### config.mk
export PLATFORM = sky130hd
export DESIGN_NAME = clock_controller
export DESIGN_NICKNAME = d
export VERILOG_FILES = /design/src/rtl/clk_ctrl_pkg.sv /design/src/rtl/clock_controller.sv /design/src/rtl/clk_switch.sv /design/src/rtl/clk_div_gate.sv
export SDC_FILE = /design/constraint.sdc
export NUM_CORES = 1
export LEC_CHECK = 0
export ABC_AREA = 1
export BUFFER_PORTS_ARGS = -buffer_cell sky130_fd_sc_hd__buf_4
export CORE_AREA = 2 2 97 99
export DETAILED_ROUTE_END_ITERATION = 10
export DIE_AREA = 0 0 99 101
export GPL_TIMING_DRIVEN = 1
export PLACE_DENSITY_LB_ADDON = 0.3
export SLEW_MARGIN = 40
export SYNTH_ARGS = -nofsm -noshare
export SYNTH_HDL_FRONTEND = slang
export SYNTH_SLANG_ARGS = --single-unit
### constraint.sdc
create_clock -name pclk -period 1.4 [get_ports pclk]
set_input_delay 0.28 -clock pclk [delete_from_list [all_inputs] [get_ports pclk]]
set_output_delay 0.28 -clock pclk [all_outputs]
set_load 0.03 [all_outputs]
### src/rtl/clk_ctrl_pkg.sv
package clk_ctrl_pkg;

   // ------------------------------------------------------------------
   // Register map, byte addresses on the APB bus
   // ------------------------------------------------------------------
   localparam int          ADDR_W        = 12;
   localparam logic [11:0] ADDR_SRC      = 12'h000;
   localparam logic [11:0] ADDR_PLL      = 12'h004;
   localparam logic [11:0] ADDR_DIV      = 12'h008;
   localparam logic [11:0] ADDR_GATE     = 12'h00c;
   localparam logic [11:0] ADDR_STAT     = 12'h010;

   // ------------------------------------------------------------------
   // Field positions
   // ------------------------------------------------------------------
   localparam int          FR_SEL_LSB    = 0;
   localparam int          SEL_W         = 2;
   localparam int          SYS_SEL_BIT   = 4;
   localparam int          RING_OFF_BIT  = 8;
   localparam int          PLL_EN_BIT    = 0;
   localparam int          PLL_BYP_BIT   = 1;
   localparam int          PLL_CFG_LSB   = 8;
   localparam int          PLL_CFG_W     = 16;
   localparam int          DIV_W         = 3;
   localparam int          DIV_A_LSB     = 0;
   localparam int          DIV_H_LSB     = 4;
   localparam int          DIV_P_LSB     = 8;
   localparam int          GATE_H_BIT    = 0;
   localparam int          GATE_P_BIT    = 1;
   localparam int          STAT_FR_LSB   = 0;
   localparam int          STAT_SYS_BIT  = 4;
   localparam int          STAT_FRB_BIT  = 8;
   localparam int          STAT_SYSB_BIT = 9;
   localparam int          STAT_LOCK_BIT = 12;

   // ------------------------------------------------------------------
   // Reset values and encodings
   // ------------------------------------------------------------------
   localparam logic [1:0]  SRC_RING      = 2'h0;
   localparam logic [1:0]  SRC_REF       = 2'h1;
   localparam logic [1:0]  SRC_EXT       = 2'h2;
   localparam logic [1:0]  SYS_FROM_FR   = 2'h0;
   localparam logic [1:0]  SYS_FROM_PLL  = 2'h1;
   localparam logic [DIV_W-1:0] DIV_BY_ONE = 3'h0;
   localparam logic [PLL_CFG_W-1:0] PLL_CFG_RST = 16'h0000;
   localparam logic [31:0] ZERO_WORD     = 32'h0000_0000;

   // ------------------------------------------------------------------
   // Nominal frequencies of the sources and limits of the PLL, in MHz
   // ------------------------------------------------------------------
   localparam real         RING_OSC_MHZ  = 20.0;
   localparam real         REF_OSC_MHZ   = 4.0;
   localparam real         EXT_MAX_MHZ   = 20.0;
   localparam real         PLL_IN_MIN    = 1.0;
   localparam real         PLL_IN_MAX    = 50.0;
   localparam real         PLL_OUT_MIN   = 62.5;
   localparam real         PLL_OUT_MAX   = 300.0;

endpackage : clk_ctrl_pkg

### src/rtl/clock_controller.sv
// Contract
// - Three root sources: ring, reference, external.
// - Reset runs everything but power manager clock from ring oscillator.
// - Ring clock selectable, always feeds watchdog.
// - Software can switch ring oscillator off.
// - Reference selectable; clocks power manager logic.
// - External input selectable; supplier keeps it at most 20MHz.
// - PLL 1-50MHz in, output config held here.
// - PLL enable and bypass independent of config.
// - System mux picks PLL or free-running clock.
// - Free-running clock stays on when others gated.
// - Auxiliary and AHB clocks have 3-bit dividers.
// - Auxiliary clock stops in deep sleep.
// - AHB clock divided and software gateable.
// - Peripheral clock derives from AHB clock.
// - Peripheral clock has divider and gate.
`timescale 1ns/10ps
`default_nettype none

module clock_controller
   import clk_ctrl_pkg::*;
(
   // Clock and reset
   input  wire logic                 pclk,
   input  wire logic                 presetn,
   // APB slave
   input  wire logic                 psel,
   input  wire logic                 penable,
   input  wire logic                 pwrite,
   input  wire logic [ADDR_W-1:0]    paddr,
   input  wire logic [31:0]          pwdata,
   output logic [31:0]               prdata,
   output logic                      pready,
   output logic                      pslverr,
   // Root clock sources, sampled levels
   input  wire logic                 ring_osc_clock,
   input  wire logic                 reference_clock,
   input  wire logic                 external_input_clock,
   // PLL analog macro
   input  wire logic                 pll_output_clock,
   input  wire logic                 pll_lock,
   output logic                      pll_enable,
   output logic                      pll_bypass,
   output logic [PLL_CFG_W-1:0]      pll_config,
   // Oscillator control and core state
   output logic                      ring_osc_enable,
   input  wire logic                 deep_sleep,
   // Clock tree outputs
   output logic                      free_running_clock,
   output logic                      windowed_watchdog_clock,
   output logic                      power_manager_logic_clock,
   output logic                      system_clock,
   output logic                      aux_clock,
   output logic                      ahb_clock,
   output logic                      periph_clock
);

   // ------------------------------------------------------------------
   // Register state
   // ------------------------------------------------------------------
   logic [SEL_W-1:0]     fr_sel_q;
   logic                 sys_pll_q;
   logic                 ring_off_q;
   logic                 pll_en_q;
   logic                 pll_byp_q;
   logic [PLL_CFG_W-1:0] pll_cfg_q;
   logic [DIV_W-1:0]     div_a_q;
   logic [DIV_W-1:0]     div_h_q;
   logic [DIV_W-1:0]     div_p_q;
   logic                 stop_h_q;
   logic                 stop_p_q;
   logic                 pready_q;
   logic                 pslverr_q;
   logic [31:0]          prdata_q;
   logic                 wdt_q;
   logic                 pm_q;

   // ------------------------------------------------------------------
   // APB decode
   // ------------------------------------------------------------------
   // One wait state: pready rises in the second access cycle, which keeps
   // prdata and pslverr straight from flip-flops.
   wire logic            access   = psel & penable;
   wire logic            wr_take  = access & pready_q & pwrite;
   wire logic            hit_src  = (paddr == ADDR_SRC);
   wire logic            hit_pll  = (paddr == ADDR_PLL);
   wire logic            hit_div  = (paddr == ADDR_DIV);
   wire logic            hit_gate = (paddr == ADDR_GATE);
   wire logic            hit_stat = (paddr == ADDR_STAT);
   wire logic            hit_any  = hit_src | hit_pll | hit_div | hit_gate | hit_stat;
   wire logic            hit_rw   = hit_src | hit_pll | hit_div | hit_gate;
   // Status is read-only; a write to it is answered with an error.
   wire logic            bad      = !hit_any | (pwrite & hit_stat);

   // ------------------------------------------------------------------
   // Clock tree wiring
   // ------------------------------------------------------------------
   wire logic [2:0]       roots;
   wire logic [SEL_W-1:0] fr_eff;
   wire logic             fr_clk;
   wire logic [SEL_W-1:0] fr_active;
   wire logic             fr_busy;
   wire logic             pll_path;
   wire logic [1:0]       sys_in;
   wire logic             sys_clk;
   wire logic             sys_active;
   wire logic             sys_busy;
   wire logic             h_clk;
   wire logic             a_clk;
   wire logic             p_clk;

   assign roots = {external_input_clock, reference_clock, ring_osc_clock};

   // external and reference selectable
   // The spare code falls back to the ring oscillator rather than a dead input.
   assign fr_eff = (fr_sel_q == SRC_EXT || fr_sel_q == SRC_REF) ? fr_sel_q : SRC_RING;

   // bypass passes the free-running clock
   // Bypass wins over enable; a disabled PLL feeds a constant low into the mux.
   assign pll_path = pll_byp_q ? fr_clk : (pll_en_q & pll_output_clock);

   // system mux from PLL or free-running
   assign sys_in  = {pll_path, fr_clk};

   // ------------------------------------------------------------------
   // Read data
   // ------------------------------------------------------------------
   wire logic [31:0] src_word  = (32'(fr_sel_q) << FR_SEL_LSB) | (32'(sys_pll_q) << SYS_SEL_BIT)
                               | (32'(ring_off_q) << RING_OFF_BIT);
   wire logic [31:0] pll_word  = (32'(pll_en_q) << PLL_EN_BIT) | (32'(pll_byp_q) << PLL_BYP_BIT)
                               | (32'(pll_cfg_q) << PLL_CFG_LSB);
   wire logic [31:0] div_word  = (32'(div_a_q) << DIV_A_LSB) | (32'(div_h_q) << DIV_H_LSB)
                               | (32'(div_p_q) << DIV_P_LSB);
   wire logic [31:0] gate_word = (32'(stop_h_q) << GATE_H_BIT) | (32'(stop_p_q) << GATE_P_BIT);
   wire logic [31:0] stat_word = (32'(fr_active) << STAT_FR_LSB) | (32'(sys_active) << STAT_SYS_BIT)
                               | (32'(fr_busy) << STAT_FRB_BIT) | (32'(sys_busy) << STAT_SYSB_BIT)
                               | (32'(pll_lock) << STAT_LOCK_BIT);
   wire logic [31:0] rd_word   = hit_src ? src_word : hit_pll ? pll_word : hit_div ? div_word
                               : hit_gate ? gate_word : hit_stat ? stat_word : ZERO_WORD;

   // ------------------------------------------------------------------
   // APB handshake
   // ------------------------------------------------------------------
   always_ff @(posedge pclk or negedge presetn)
   begin
      if (!presetn)
      begin
         pready_q  <= 1'b0;
         pslverr_q <= 1'b0;
         prdata_q  <= ZERO_WORD;
      end
      else
      begin
         pready_q  <= access & !pready_q;
         pslverr_q <= access & !pready_q & bad;
         prdata_q  <= (access & !pready_q & !pwrite) ? rd_word : ZERO_WORD;
      end
   end

   // ------------------------------------------------------------------
   // Configuration registers
   // ------------------------------------------------------------------
   // reset defaults
   always_ff @(posedge pclk or negedge presetn)
   begin
      if (!presetn)
      begin
         fr_sel_q   <= SRC_RING;
         sys_pll_q  <= 1'b0;
         ring_off_q <= 1'b0;
         pll_en_q   <= 1'b0;
         pll_byp_q  <= 1'b0;
         pll_cfg_q  <= PLL_CFG_RST;
         div_a_q    <= DIV_BY_ONE;
         div_h_q    <= DIV_BY_ONE;
         div_p_q    <= DIV_BY_ONE;
         stop_h_q   <= 1'b0;
         stop_p_q   <= 1'b0;
      end
      else if (wr_take & hit_rw)
      begin
         if (hit_src)
         begin
            fr_sel_q   <= pwdata[FR_SEL_LSB +: SEL_W];
            sys_pll_q  <= pwdata[SYS_SEL_BIT];
            ring_off_q <= pwdata[RING_OFF_BIT];
         end
         if (hit_pll)
         begin
            pll_en_q  <= pwdata[PLL_EN_BIT];
            pll_byp_q <= pwdata[PLL_BYP_BIT];
            pll_cfg_q <= pwdata[PLL_CFG_LSB +: PLL_CFG_W];
         end
         if (hit_div)
         begin
            div_a_q <= pwdata[DIV_A_LSB +: DIV_W];
            div_h_q <= pwdata[DIV_H_LSB +: DIV_W];
            div_p_q <= pwdata[DIV_P_LSB +: DIV_W];
         end
         if (hit_gate)
         begin
            stop_h_q <= pwdata[GATE_H_BIT];
            stop_p_q <= pwdata[GATE_P_BIT];
         end
      end
   end

   // ------------------------------------------------------------------
   // Dedicated low-power clocks
   // ------------------------------------------------------------------
   // These never pass through a gate, so the watchdog and power manager keep
   // running when software stops the rest of the tree.
   always_ff @(posedge pclk or negedge presetn)
   begin
      if (!presetn)
      begin
         wdt_q <= 1'b0;
         pm_q  <= 1'b0;
      end
      else
      begin
         wdt_q <= ring_osc_clock;
         pm_q  <= reference_clock;
      end
   end

   // ------------------------------------------------------------------
   // Switches and dividers
   // ------------------------------------------------------------------
   // glitch-free source switch
   clk_switch #(.N(3)) u_fr_switch (
      .pclk    (pclk),
      .presetn (presetn),
      .clk_in  (roots),
      .sel     (fr_eff),
      .clk_out (fr_clk),
      .active  (fr_active),
      .busy    (fr_busy)
   );

   clk_switch #(.N(2)) u_sys_switch (
      .pclk    (pclk),
      .presetn (presetn),
      .clk_in  (sys_in),
      .sel     (sys_pll_q),
      .clk_out (sys_clk),
      .active  (sys_active),
      .busy    (sys_busy)
   );

   clk_div_gate u_hclk (
      .pclk    (pclk),
      .presetn (presetn),
      .clk_in  (sys_clk),
      .div     (div_h_q),
      .run     (!stop_h_q),
      .clk_out (h_clk)
   );

   // auxiliary gate closes in deep sleep
   clk_div_gate u_aclk (
      .pclk    (pclk),
      .presetn (presetn),
      .clk_in  (sys_clk),
      .div     (div_a_q),
      .run     (!deep_sleep),
      .clk_out (a_clk)
   );

   clk_div_gate u_pclk (
      .pclk    (pclk),
      .presetn (presetn),
      .clk_in  (h_clk),
      .div     (div_p_q),
      .run     (!stop_p_q),
      .clk_out (p_clk)
   );

   // ------------------------------------------------------------------
   // Outputs
   // ------------------------------------------------------------------
   // free-running clock left ungated
   assign free_running_clock        = fr_clk;
   assign windowed_watchdog_clock   = wdt_q;
   assign power_manager_logic_clock = pm_q;
   assign system_clock              = sys_clk;
   assign aux_clock                 = a_clk;
   assign ahb_clock                 = h_clk;
   assign periph_clock              = p_clk;
   assign ring_osc_enable           = !ring_off_q;
   assign pll_enable                = pll_en_q;
   assign pll_bypass                = pll_byp_q;
   assign pll_config                = pll_cfg_q;
   assign prdata                    = prdata_q;
   assign pready                    = pready_q;
   assign pslverr                   = pslverr_q;
endmodule : clock_controller

`default_nettype wire

### src/rtl/clk_switch.sv
`timescale 1ns/10ps
`default_nettype none

module clk_switch #(
   parameter int N = 3
) (
   // Clock and reset
   input  wire logic                 pclk,
   input  wire logic                 presetn,
   // Source clocks, sampled levels, and selection
   input  wire logic [N-1:0]         clk_in,
   input  wire logic [$clog2(N)-1:0] sel,
   // Switched clock and status
   output logic                      clk_out,
   output logic [$clog2(N)-1:0]      active,
   output logic                      busy
);

   typedef enum logic [0:0] {RUN, WAIT_NEW} sw_state_e;

   sw_state_e               st_q;
   sw_state_e               st_d;
   logic [$clog2(N)-1:0]    cur_q;
   logic [$clog2(N)-1:0]    cur_d;
   logic                    en_q;
   logic                    en_d;
   logic                    out_q;
   wire logic               cur_lvl = clk_in[cur_q];

   // Break before make: the old source is cut only while it is low and the
   // new one is let through only once it is low, so no short pulse escapes.
   always_comb
   begin
      st_d  = st_q;
      cur_d = cur_q;
      en_d  = en_q;
      case (st_q)
         RUN:
         begin
            if (sel != cur_q && !cur_lvl)
            begin
               cur_d = sel;
               en_d  = 1'b0;
               st_d  = WAIT_NEW;
            end
         end
         WAIT_NEW:
         begin
            if (!cur_lvl)
            begin
               en_d = 1'b1;
               st_d = RUN;
            end
         end
         default:
         begin
            st_d = RUN;
            en_d = 1'b1;
         end
      endcase
   end

   always_ff @(posedge pclk or negedge presetn)
   begin
      if (!presetn)
      begin
         st_q  <= RUN;
         cur_q <= '0;
         en_q  <= 1'b1;
         out_q <= 1'b0;
      end
      else
      begin
         st_q  <= st_d;
         cur_q <= cur_d;
         en_q  <= en_d;
         out_q <= en_q & cur_lvl;
      end
   end

   assign clk_out = out_q;
   assign active  = cur_q;
   assign busy    = (st_q != RUN);
endmodule : clk_switch

`default_nettype wire

### src/rtl/clk_div_gate.sv
`timescale 1ns/10ps
`default_nettype none

module clk_div_gate
   import clk_ctrl_pkg::*;
(
   // Clock and reset
   input  wire logic             pclk,
   input  wire logic             presetn,
   // Input clock level, divide setting and gate
   input  wire logic             clk_in,
   input  wire logic [DIV_W-1:0] div,
   input  wire logic             run,
   // Divided and gated clock
   output logic                  clk_out
);

   logic             prev_q;
   logic [DIV_W-1:0] cnt_q;
   logic [DIV_W-1:0] cnt_d;
   logic             out_q;
   logic             out_d;
   wire logic        edge_seen = (clk_in != prev_q);
   wire logic        wrap      = (cnt_q == div);

   // The output toggles every div+1 input edges, which divides by div+1 with
   // an even duty cycle for odd ratios too. A closed gate lets the output
   // fall but never rise, so stopping leaves no runt pulse.
   // count and toggle
   always_comb
   begin
      cnt_d = cnt_q;
      out_d = out_q;
      if (!run && !out_q)
         cnt_d = DIV_BY_ONE;
      else if (edge_seen)
      begin
         if (wrap)
         begin
            cnt_d = DIV_BY_ONE;
            out_d = !out_q;
         end
         else
            cnt_d = cnt_q + 3'h1;
      end
   end

   always_ff @(posedge pclk or negedge presetn)
   begin
      if (!presetn)
      begin
         prev_q <= 1'b0;
         cnt_q  <= DIV_BY_ONE;
         out_q  <= 1'b0;
      end
      else
      begin
         prev_q <= clk_in;
         cnt_q  <= cnt_d;
         out_q  <= out_d;
      end
   end

   assign clk_out = out_q;
endmodule : clk_div_gate

`default_nettype wire

; Word-level counts from Yosys, hierarchy flattened
; Index checks and enable logic that the tools add are counted.
[word_totals]
inputBits = 55
regBits = 84
out_inout_bits = 60
[classes]
n_eq_ne = 17
n_mux = 33
order_cmp = 2
add_sub_neg = 3
n_reduce_logical = 30
bitwise = 32
[ops]
columns = cell, count
row1 = 24-bit 2-to-1 mux, 3
row2 = 13-bit 2-to-1 mux, 3
row3 = 3-bit 2-to-1 mux, 9
row4 = "12-bit by 4-bit equality test with 1-bit output, second input constant", 2
row5 = 2-bit by 24-bit bitwise OR with 24-bit output, 1
row6 = 5-bit by 9-bit bitwise OR with 9-bit output, 2
row7 = 2-bit AND reduction, 8
row8 = 10-bit by 13-bit bitwise OR with 13-bit output, 1
row9 = "12-bit by 3-bit equality test with 1-bit output, second input constant", 1
row10 = "12-bit by 5-bit equality test with 1-bit output, second input constant", 1
row11 = 12-bit zero test, 1
row12 = 1-bit 2-to-1 mux, 12
row13 = 1-bit bitwise AND, 11
row14 = 7-bit by 11-bit bitwise OR with 11-bit output, 1
row15 = 2-bit by 5-bit bitwise OR with 5-bit output, 2
row16 = 9-bit by 10-bit bitwise OR with 10-bit output, 1
row17 = "3-bit by 1-bit adder with 3-bit output, second input constant", 3
row18 = 3-bit equality test, 3
row19 = 1-bit zero test, 9
row20 = 3-bit AND reduction, 3
row21 = 1-bit case mux with 2 select lines, 4
row22 = 3-bit by 7-bit bitwise OR with 7-bit output, 1
row23 = 2-bit nonzero test, 3
row24 = 1-bit logical AND, 5
row25 = 14 further kinds, 27

; Logic depth before layout (Yosys ltp)
; Gate-level depths: netlist (run 1).
[depth]
ltp_word = 10
mapped_depth = 9

; Modules after synthesis
; From an unflattened synthesis (run 1), not the netlist that was laid out.
[hier_totals]
cells_unflattened = 533
hier_area_um2 = 4325.4
[modules_own_cells]
columns = mod, area_each_um2, n_inst, cells_per_inst, seq_area_each_um2
row1 = clock_controller, 2815.2, 1, 313, 1476.4
row2 = clk_div_gate, 336.6, 3, 51, 125.1
row3 = clk_switch (u_fr_switch), 300.3, 1, 39, 126.4
row4 = clk_switch (u_sys_switch), 200.2, 1, 28, 101.3

; Least setup slack after synthesis (run 1)
; Ideal clock, no wire load.
[synth_path]
path_type = register to register
start = register pready_q (netlist: pready)
end = register div_a_q[0]
t_arrival_ns = 1.398
stages_incl_launch_ff = 6
n_path_buf = 1
setup_ns = 0.066
period_less_slack_ns = 1.464
slack_ns = -0.064
cell_sequence = dfrtp_1 -> nand2_1 -> nor2_2 -> clkbuf_1 -> nand4_1 -> nand2_1
[synth_via]
elab_chain_cells = 4
[synth_rtl]
columns = element, line
row1 = from (decl), clock_controller.sv:72  ; logic pready_q;
row2 = from (signal assigned), clock_controller.sv:154  ; pready_q <= access & !pready_q;
row3 = 1-bit bitwise AND (2 in a row), clock_controller.sv:84  ; wire logic wr_take = access & pready_q & pwrite;
row4 = 1-bit bitwise AND, clock_controller.sv:180  ; else if (wr_take & hit_rw)
row5 = 2-bit AND reduction (no line), --
row6 = to (signal assigned), clock_controller.sv:196  ; div_a_q <= pwdata[DIV_A_LSB +: DIV_W];
row7 = to (decl), clock_controller.sv:67  ; logic [DIV_W-1:0] div_a_q;
; No other way between the ends.
; A chain may end at the register's enable or synchronous reset.

; Worst setup path after layout (run 1)
[layout_path]
start = register u_pclk.cnt_q[0]
end = register u_pclk.cnt_q[0]
[layout_via]
elab_chain_cells = 4
[layout_rtl]
columns = element, line
row1 = from (decl), clk_div_gate.sv:19  ; logic [DIV_W-1:0] cnt_q;
row2 = from (signal assigned), clk_div_gate.sv:59  ; cnt_q <= cnt_d;
row3 = 3-bit by 1-bit adder with 3-bit output or 3-bit equality test (tied branches), "clk_div_gate.sv:44, clk_div_gate.sv:24"
row4 = 3-bit 2-to-1 mux *, clk_div_gate.sv:38  ; if (wrap)
row5 = 3-bit 2-to-1 mux *, clk_div_gate.sv:36  ; else if (edge_seen)
row6 = 3-bit 2-to-1 mux *, clk_div_gate.sv:34  ; if (!run && !out_q)
; Every way passes the cells marked *; elsewhere a longest branch is shown, timed or not. The select of a mux whose other input is x is not followed.

==> results of run 1 <==
-- power breakdown --
| group | switching (mW) | internal (mW) |
|---|---|---|
| Combinational | 0.181 | 0.123 |
| Clock | 0.886 | 1.02 |
| Sequential | 0.00316 | 2.37 |
-- how the worst max path moves through the flow --
stage,from,to
floorplan,pready,div_a_q[0]
global placement,paddr[9],pll_bypass
finish,u_pclk.cnt_q[0],u_pclk.cnt_q[0]
global route,pready,prdata[6]
detailed placement,paddr[11],pll_config[9]
CTS,u_sys_switch.clk_out,u_aclk.cnt_q[2]
-- Yosys cell counts, drive strengths merged --
cell and instances:
nand2 156, dfrtp 80, nor2 50, inv 42, nand4 36, nand3 24, buf 19, o21ai 17
a21oi 15, xor2 7, xnor2 5, or2 4, clkbuf 3, ha 3, dfstp 2, a211oi 1
conb 1, nand3b 1, nor3 1, o211ai 1, o21a 1
-- final cells by class --
class / count / share of cell area [%]
flip-flops and latches: 82 / 39.4
multi-input cells: 333 / 31.1
repair buffers: 126 / 19.5
inverters: 42 / 3.02
well taps: 111 / 2.66
clock buffers: 9 / 2.37
clock inverters: 7 / 1.94
-- per-layer routing --
layer  share of wire [%]  routed length, µm  global-route usage [%]  vias to the layer above
met2                  50               4750                    31.1                       78
met3                 3.7                352                    3.61                       19
met1                  45               4300                    25.8                     1666
met4                 1.8                176                    6.95                        0
met5                   0                  0                       0                        -
li1                    -                  -                       -                     1743
-- worst reg2reg max path, cell delays in order (launching register included) --
cell and delay (ns):
dfrtp_1 0.43, or2_2 0.32, a21oi_2 0.17, nand2_1 0.12, nand2_1 0.07, o21ai_0 0.07
-- cell families after synthesis --
family          synth area share, %
xor+xnor                       2.69
compound gates                 4.87
flops                          52.6
buf+inv                        7.62
simple gates                   31.2
fa+ha+maj                     0.961
other cells                  0.0960
-- registers in the layout, summed over array words and instances, names as in the netlist, 2 cells and up --
register            flops
div_p_q                 3
div_h_q                 3
fr_sel_q                2
prdata                 22
u_aclk.cnt_q            3
u_hclk.cnt_q            3
pll_config             16
div_a_q                 3
u_fr_switch.active      2
u_pclk.cnt_q            3
-- stage by stage --
stage / instances / setup WS [ns] / hold slack (ns) / instance area (µm²) / power [mW]
final: 710 / 0.110 / 0.0400 / 5220 / 4.58
after global routing: 710 / -0.0255 / 0.0247 / 5220 / 4.77
after CTS: 706 / 0.0378 / 0.0291 / 5140 / 4.63
after detailed placement: 689 / -0.182 / 0.342 / 4910 / 2.72
after global placement: 689 / -0.130 / 0.345 / 4910 / 2.72
after floorplan: 478 / -0.00413 / -0.0156 / 3950 / 2.55
-- what timing repair did --
item / 4_1_cts / 5_1_grt
hold buffers: 1 / 0
gates resized for setup: 0 / 8
endpoints found under the setup margin: 0 / 43
endpoints found under the hold margin: 80 / 0
buffers inserted: 0 / 3
==> flow_summary.toml, run 1 <==
[global_route]
grt_max_degree = 83
grt_use_total_pct = 19.2
overflow = 0
grt_pass1_wl_um = 15300
grt_pass1_vias = 3198
antenna_found_initial = 0

[worst_setup_path]
crit_type = "flop to flop"
cp_top_family = "simple AND/OR/NAND/NOR gates"
r2r_setup_slack_ns = 0.11
r2r-start = "u_pclk.cnt_q[0]"
cp_cell_sequence = "or2_2 -> a21oi_2 -> nand2_1 -> nand2_1 -> o21ai_0"
crit_path_start_kind = "flop"
critPathBufInv = 0
arrival_ns = 1.52
critPathMaxStageDelay_ns = 0.43
reg2reg_depth = 5
cpMaxStageDelayCell = "dfrtp_1"
end_kind = "flop"
worstReg2RegEnd = "u_pclk.cnt_q[0]"
cp_num_cells = 5
worstPathMaxFanout = 5
critPathRequiredTime_ns = 1.63
crit_path_frequent_cell = "nand2_1"

[synthesis]
avgSynthCellArea_um2 = 8.33
ys_seq_area_share_pct = 52.6
synthTopCellsByArea = "dfrtp_1 51%, nand2_1 15%, nand4_1 5.8%"
syn_inst = 469
yosys.area.top_type = "dfrtp_1"
synth_top_area_share_pct = 51.2
ys_seq_elements = 82
yosysWarningCount = 0
synth_cell_types = 33
syn-cell-area_um2 = 3910

[floorplanning]
row_count = 35
start_util_pct = 43.5
fp.dieW_um = 99
coreArea_um2 = 8980
ioPinCount = 115
dieArea_um2 = 10000
die-height_um = 101

[detailed_routing]
drc = 0
wirelength_um = 9580
drtIter0Drc = 216
via_per_inst = 4.94
ant_nets = 0
drtPass1Iterations = 4
vias = 3506
wl_per_cell_um = 13.5

[final_layout]
area_delta_synth_final_pct = 33.6
layout_common_cells = "151 x nand2_1, 118 x buf_4, 80 x dfrtp_1, 45 x nor2_1, 39 x inv_1"
multiInputGateArea_um2 = 1620
insertedDiodeCount = 0
num-fill-cells = 784
num-nets-final = 652
post-route-util_pct = 58.1
layout_commonest_cell = "nand2_1"
seqCellArea_um2 = 2050
drive_gt1_share_pct = 27.9

[min_path]
hold_path.class = "input pin to flop"
worstHoldEndpoint = "power_manager_logic_clock"
worstHoldPathCells = 1
hold_start = "reference_clock"

[timing]
final-setup-viol-count = 0
min_period_ns = 1.29
skew_ns = 0.00796
fin_crit_sh_pct = 92.1
max_freq_mhz = 775
setup_tns_ns = 0
finalHoldViolCount = 0
drv_slew = 0
rsz0062_at_grt = "yes"

[clock_network]
cts_tree = "yes"
root_buffer = "clkbuf_8"
cts-htree-levels = 3
cts_made_buffers = 9
path_clk_slew_ns = 0.08
cts_sinks = 82
clk_latency_ns = 0.35
cts_buffer_depth = 2

[place]
routabilityCongestion = 0.859
hpwlAfterDp_um = 6920
io_buffers = 94

[power]
leakage_nw = 2.84
ir_worst_vdd_mv = 0.498
powerDensity_nw_per_um2 = 879

[job]
drv_cap = 0

[outcome]
status = "completed"
No activity file was read; power rests on OpenSTA's default activity.
==> run 2, diff against run 1 <==
Settings changed: BUFFER_PORTS_ARGS -buffer_cell sky130_fd_sc_hd__buf_4 to -buffer_cell sky130_fd_sc_hd__buf_2.
==> flow_summary.toml, run 2 (synthesis results as in run 1) <==
[clock_network]
cts-htree-levels = 3
cts_buffer_depth = 2
cts_sinks = 82
root_buffer = "clkbuf_8"
clk_latency_ns = 0.35
path_clk_slew_ns = 0.09
cts_tree = "yes"
cts_made_buffers = 9

[worst_setup_path]
crit_path_frequent_cell = "nand2_1"
worstPathMaxFanout = 17
critPathRequiredTime_ns = 1.70
cpMaxStageDelayCell = "dfrtp_1"
critPathMaxStageDelay_ns = 0.42
reg2reg_depth = 6
r2r_setup_slack_ns = 0.09
crit_path_start_kind = "flop"
r2r-start = "pready"
end_kind = "flop"
arrival_ns = 1.61
cp_cell_sequence = "nand2_1 -> nor2_4 -> buf_12 -> buf_4 -> nand4_1 -> nand2_1"
worstReg2RegEnd = "pll_config[1]"
crit_type = "flop to flop"

[final_layout]
num-fill-cells = 812
layout_common_cells = "151 x nand2_1, 93 x buf_2, 80 x dfrtp_1, 45 x nor2_1, 38 x inv_1"
insertedDiodeCount = 0
largest_reg_flops = 22
num-nets-final = 657
area_delta_synth_final_pct = 27.6
layout_commonest_cell = "nand2_1"
drive_gt1_share_pct = 28.6

[detailed_routing]
drtPass1Iterations = 4
vias = 3449
drtIter0Drc = 192
via_per_inst = 4.82
ant_nets = 0
drc = 0
wirelength_um = 9340
wl_per_cell_um = 13.1

[global_route]
grt_pass1_wl_um = 15000
antenna_found_initial = 0
grt_pass1_vias = 3265
grt_max_degree = 33
overflow = 0
grt_use_total_pct = 18.6

[timing]
max_freq_mhz = 762
min_period_ns = 1.31
final-setup-viol-count = 0
drv_slew = 0
fin_hold_ws_ns = 0.0344
finalHoldViolCount = 0
fin_crit_sh_pct = 93.7
skew_ns = 0.00855

[floorplanning]
ioPinCount = 115
fp.dieW_um = 99
coreArea_um2 = 8980
start_util_pct = 43.5
die-height_um = 101
row_count = 35
dieArea_um2 = 10000

[min_path]
hold_path.class = "input pin to flop"
worstHoldEndpoint = "power_manager_logic_clock"
worstHoldPathCells = 1
hold_start = "reference_clock"

[power]
leakage_nw = 2.83
p_int_mw = 3.32
comb_power_share_pct = 6.2
clkPwrFrac_pct = 40.5
powerDensity_nw_per_um2 = 894
swShare_pct = 25.5
power_mw = 4.46
ir_worst_vdd_mv = 0.651
p_seq_share_pct = 53.3
p_switching_mw = 1.14

[place]
io_buffers = 94
hpwlAfterDp_um = 6950
routabilityCongestion = 0.890

[job]
drv_cap = 0

[outcome]
status = "completed"
## run 2: cell types whose count changed in the layout (fill, tap and decap cells not counted), sizes merged
cell	delta
bufinv	-1
inv	+1
clkinvlp	-1
clkinv	+1
clkbuf	+1
buf	+4
## run 2: layout make-up
type	instances	area (µm²)	share of cell area (%)
sequential	82	2050	41.2
multi-input combinational	333	1620	32.5
timing repair buffer	131	805	16.1
inverter	42	158	3.16
tap	111	139	2.79
clock buffer	9	124	2.49
clock inverter	7	83.8	1.68
## run 2: worst max path at each step
| stage | startpoint | to | slack [ns] |
|---|---|---|---|
| 2_1_floorplan | pready | div_a_q[0] | -0.004 |
| 3_3_place_gp | paddr[9] | pll_bypass | -0.13 |
| 3_5_place_dp | paddr[9] | pll_config[7] | -0.15 |
| 4_1_cts | pready | prdata[5] | 0.05 |
| 5_1_grt | pready | pll_config[1] | -0.01 |
| 6_report | pready | pll_config[1] | 0.09 |
## run 2: repair_timing
item / in CTS / in global routing
gates resized for setup: 0 / 7
buffers inserted: 0 / 3
endpoints found under the hold margin: 25 / 0
endpoints found under the setup margin: 0 / 35
hold buffers: 1 / 0
## run 2: power by group through the flow
| stage | clock [mW] | combinational [mW] | sequential, mW |
|---|---|---|---|
| after floorplan | 0 | 0.110 | 2.44 |
| after global placement | 0 | 0.270 | 2.42 |
| after detailed placement | 0 | 0.273 | 2.42 |
| after CTS | 1.84 | 0.275 | 2.38 |
| after global routing | 1.93 | 0.310 | 2.38 |
| final | 1.80 | 0.277 | 2.38 |
## run 2: critical path: cells and delay by family (launching register included)
kind                   cells  cell delay (ns)
and+or+nand+nor            4             0.47
DFF                        1             0.42
buffers and inverters      2             0.36
## run 2: metal layers
metal  vias to the layer above  track usage, %  part of all wire, %
li1                       1751               -                    -
met1                      1619            24.9                   45
met2                        66            30.8                   49
met3                        13            2.98                  4.4
met4                         0            6.53                  1.6
met5                         -               0                    0
## run 2: per-stage QoR
| stage | area [µm²] | worst slack (ns) | setup TNS [ns] | cells | utilization (%) |
|---|---|---|---|---|---|
| global placement | 4700 | -0.126 | -4.43 | 694 | 52.4 |
| CTS | 4920 | 0.0523 | 0 | 711 | 54.8 |
| finish | 4980 | 0.0876 | 0 | 715 | 55.5 |
| floorplan | 3950 | -0.00413 | -0.116 | 478 | - |
| detailed placement | 4700 | -0.153 | -5.56 | 694 | 52.4 |
| global route | 4980 | -0.0106 | -0.0106 | 715 | 55.5 |
==> run 3, diff against run 2 <==
--- a/constraint.sdc
+++ b/constraint.sdc
@@ -3,2 +3,2 @@
 set_output_delay 0.28 -clock pclk [all_outputs]
-set_load 0.03 [all_outputs]
+set_load 0.01 [all_outputs]
==> flow_summary.toml, run 3 (synthesis results as in run 1) <==
[outcome]
status = "completed"

[place]
pre_cts_slack_ns = -0.194
io_buffers = 94
hpwlAfterDp_um = 6850
routabilityCongestion = 0.862

[final_layout]
layout_commonest_cell = "nand2_1"
num-nets-final = 652
insertedDiodeCount = 0
layout_common_cells = "151 x nand2_1, 93 x buf_2, 80 x dfrtp_1, 45 x nor2_1, 38 x inv_1"
largest_reg_flops = 22
area_delta_synth_final_pct = 26.8
drive_gt1_share_pct = 28.2

[worst_setup_path]
cp_cell_sequence = "or2_2 -> a21oi_1 -> nand2_1 -> inv_1 -> nand2_1 -> nand2_1 -> nand2_1"
end_kind = "flop"
critPathRequiredTime_ns = 1.65
cp_top_family = "simple AND/OR/NAND/NOR gates"
crit_type = "flop to flop"
crit_path_start_kind = "flop"
critPathMaxStageDelay_ns = 0.42
critPathBufInv = 1
arrival_ns = 1.53
worstPathMaxFanout = 5
crit_path_frequent_cell = "nand2_1"
cpMaxStageDelayCell = "dfrtp_1"

[detailed_routing]
via_per_inst = 4.84
wl_per_cell_um = 12.9
drtIter0Drc = 173
ant_nets = 0
drc = 0
vias = 3434
wirelength_um = 9180
drtPass1Iterations = 5

[global_route]
grt_pass1_vias = 3192
grt_use_total_pct = 18.5
grt_max_degree = 34
grt_pass1_wl_um = 14700
antenna_found_initial = 0
overflow = 0

[power]
power_mw = 4.21
ir_worst_vdd_mv = 0.472
powerDensity_nw_per_um2 = 849
leakage_nw = 2.79

[min_path]
hold_path.class = "input pin to flop"

[clock_network]
cts_buffer_depth = 2
path_clk_slew_ns = 0.09
cts_sinks = 82
clk_latency_ns = 0.36
cts_tree = "yes"
root_buffer = "clkbuf_8"
cts-htree-levels = 3
cts_made_buffers = 9

[floorplanning]
start_util_pct = 43.5
fp.dieW_um = 99
coreArea_um2 = 8980
die-height_um = 101
row_count = 35
dieArea_um2 = 10000
ioPinCount = 115

[timing]
setup_slack_ns = 0.116
rsz0062_at_grt = "no"
finalHoldViolCount = 0
drv_slew = 0
final-setup-viol-count = 0
skew_ns = 0.00976
max_freq_mhz = 779
fin_crit_sh_pct = 91.7
fin_hold_ws_ns = 0.0411
min_period_ns = 1.28

[job]
drv_cap = 0
run 3: per-layer routing:
| metal | share of wire (%) | GRT usage (%) | vias up |
|---|---|---|---|
| met2 | 50 | 30.6 | 75 |
| met5 | 0 | 0 | - |
| met1 | 45 | 24.4 | 1601 |
| li1 | - | - | 1746 |
| met4 | 1.2 | 5.48 | 0 |
| met3 | 4.5 | 4.16 | 12 |
run 3: final cells by class:
cell class | count | area, µm²
Clock inverter | 7 | 58.8
Inverter | 42 | 158
Timing Repair Buffer | 126 | 782
Clock buffer | 9 | 124
Multi-Input combinational cell | 333 | 1640
Sequential cell | 82 | 2050
Tap cell | 111 | 139
Fill cell | 825 | 4020
run 3: final timing paths:
| path | startpoint | endpoint | slack, ns | cells after the start |
|---|---|---|---|---|
| min | reference_clock | power_manager_logic_clock | 0.04 | 1 |
| min reg2reg | u_fr_switch.en_q | u_fr_switch.en_q | 0.47 | 2 |
| max reg2reg | u_aclk.cnt_q[0] | u_aclk.clk_out | 0.12 | 7 |
| max in group asynchronous | presetn | u_sys_switch.en_q | 0.50 | 3 |
| max | u_aclk.cnt_q[0] | u_aclk.clk_out | 0.12 | 7 |
| min in group asynchronous | presetn | u_aclk.clk_out | 0.37 | 2 |
run 3: where the power goes:
part	switching (mW)	leakage (nW)	internal [mW]	total, mW
registers	0.00291	1.13	2.37	2.38
logic	0.150	1.57	0.0886	0.238
clock network	0.925	0.0868	0.669	1.59
run 3: metrics by stage:
step	TNS, ns	util, %	cell area (µm²)	instances
global placement	-4.95	52.3	4690	690
CTS	0	54.4	4880	707
finish	0	55.2	4950	710
detailed placement	-6.30	52.3	4690	690
global route	0	55.2	4950	710
floorplan	0	-	3940	478
run 3: what timing repair did:
| item | CTS | global route |
|---|---|---|
| setup endpoints to repair | 0 | 37 |
| resized for setup | 0 | 10 |
| setup buffers | 0 | 2 |
| hold endpoints to repair | 20 | 0 |
| hold buffers | 1 | 0 |
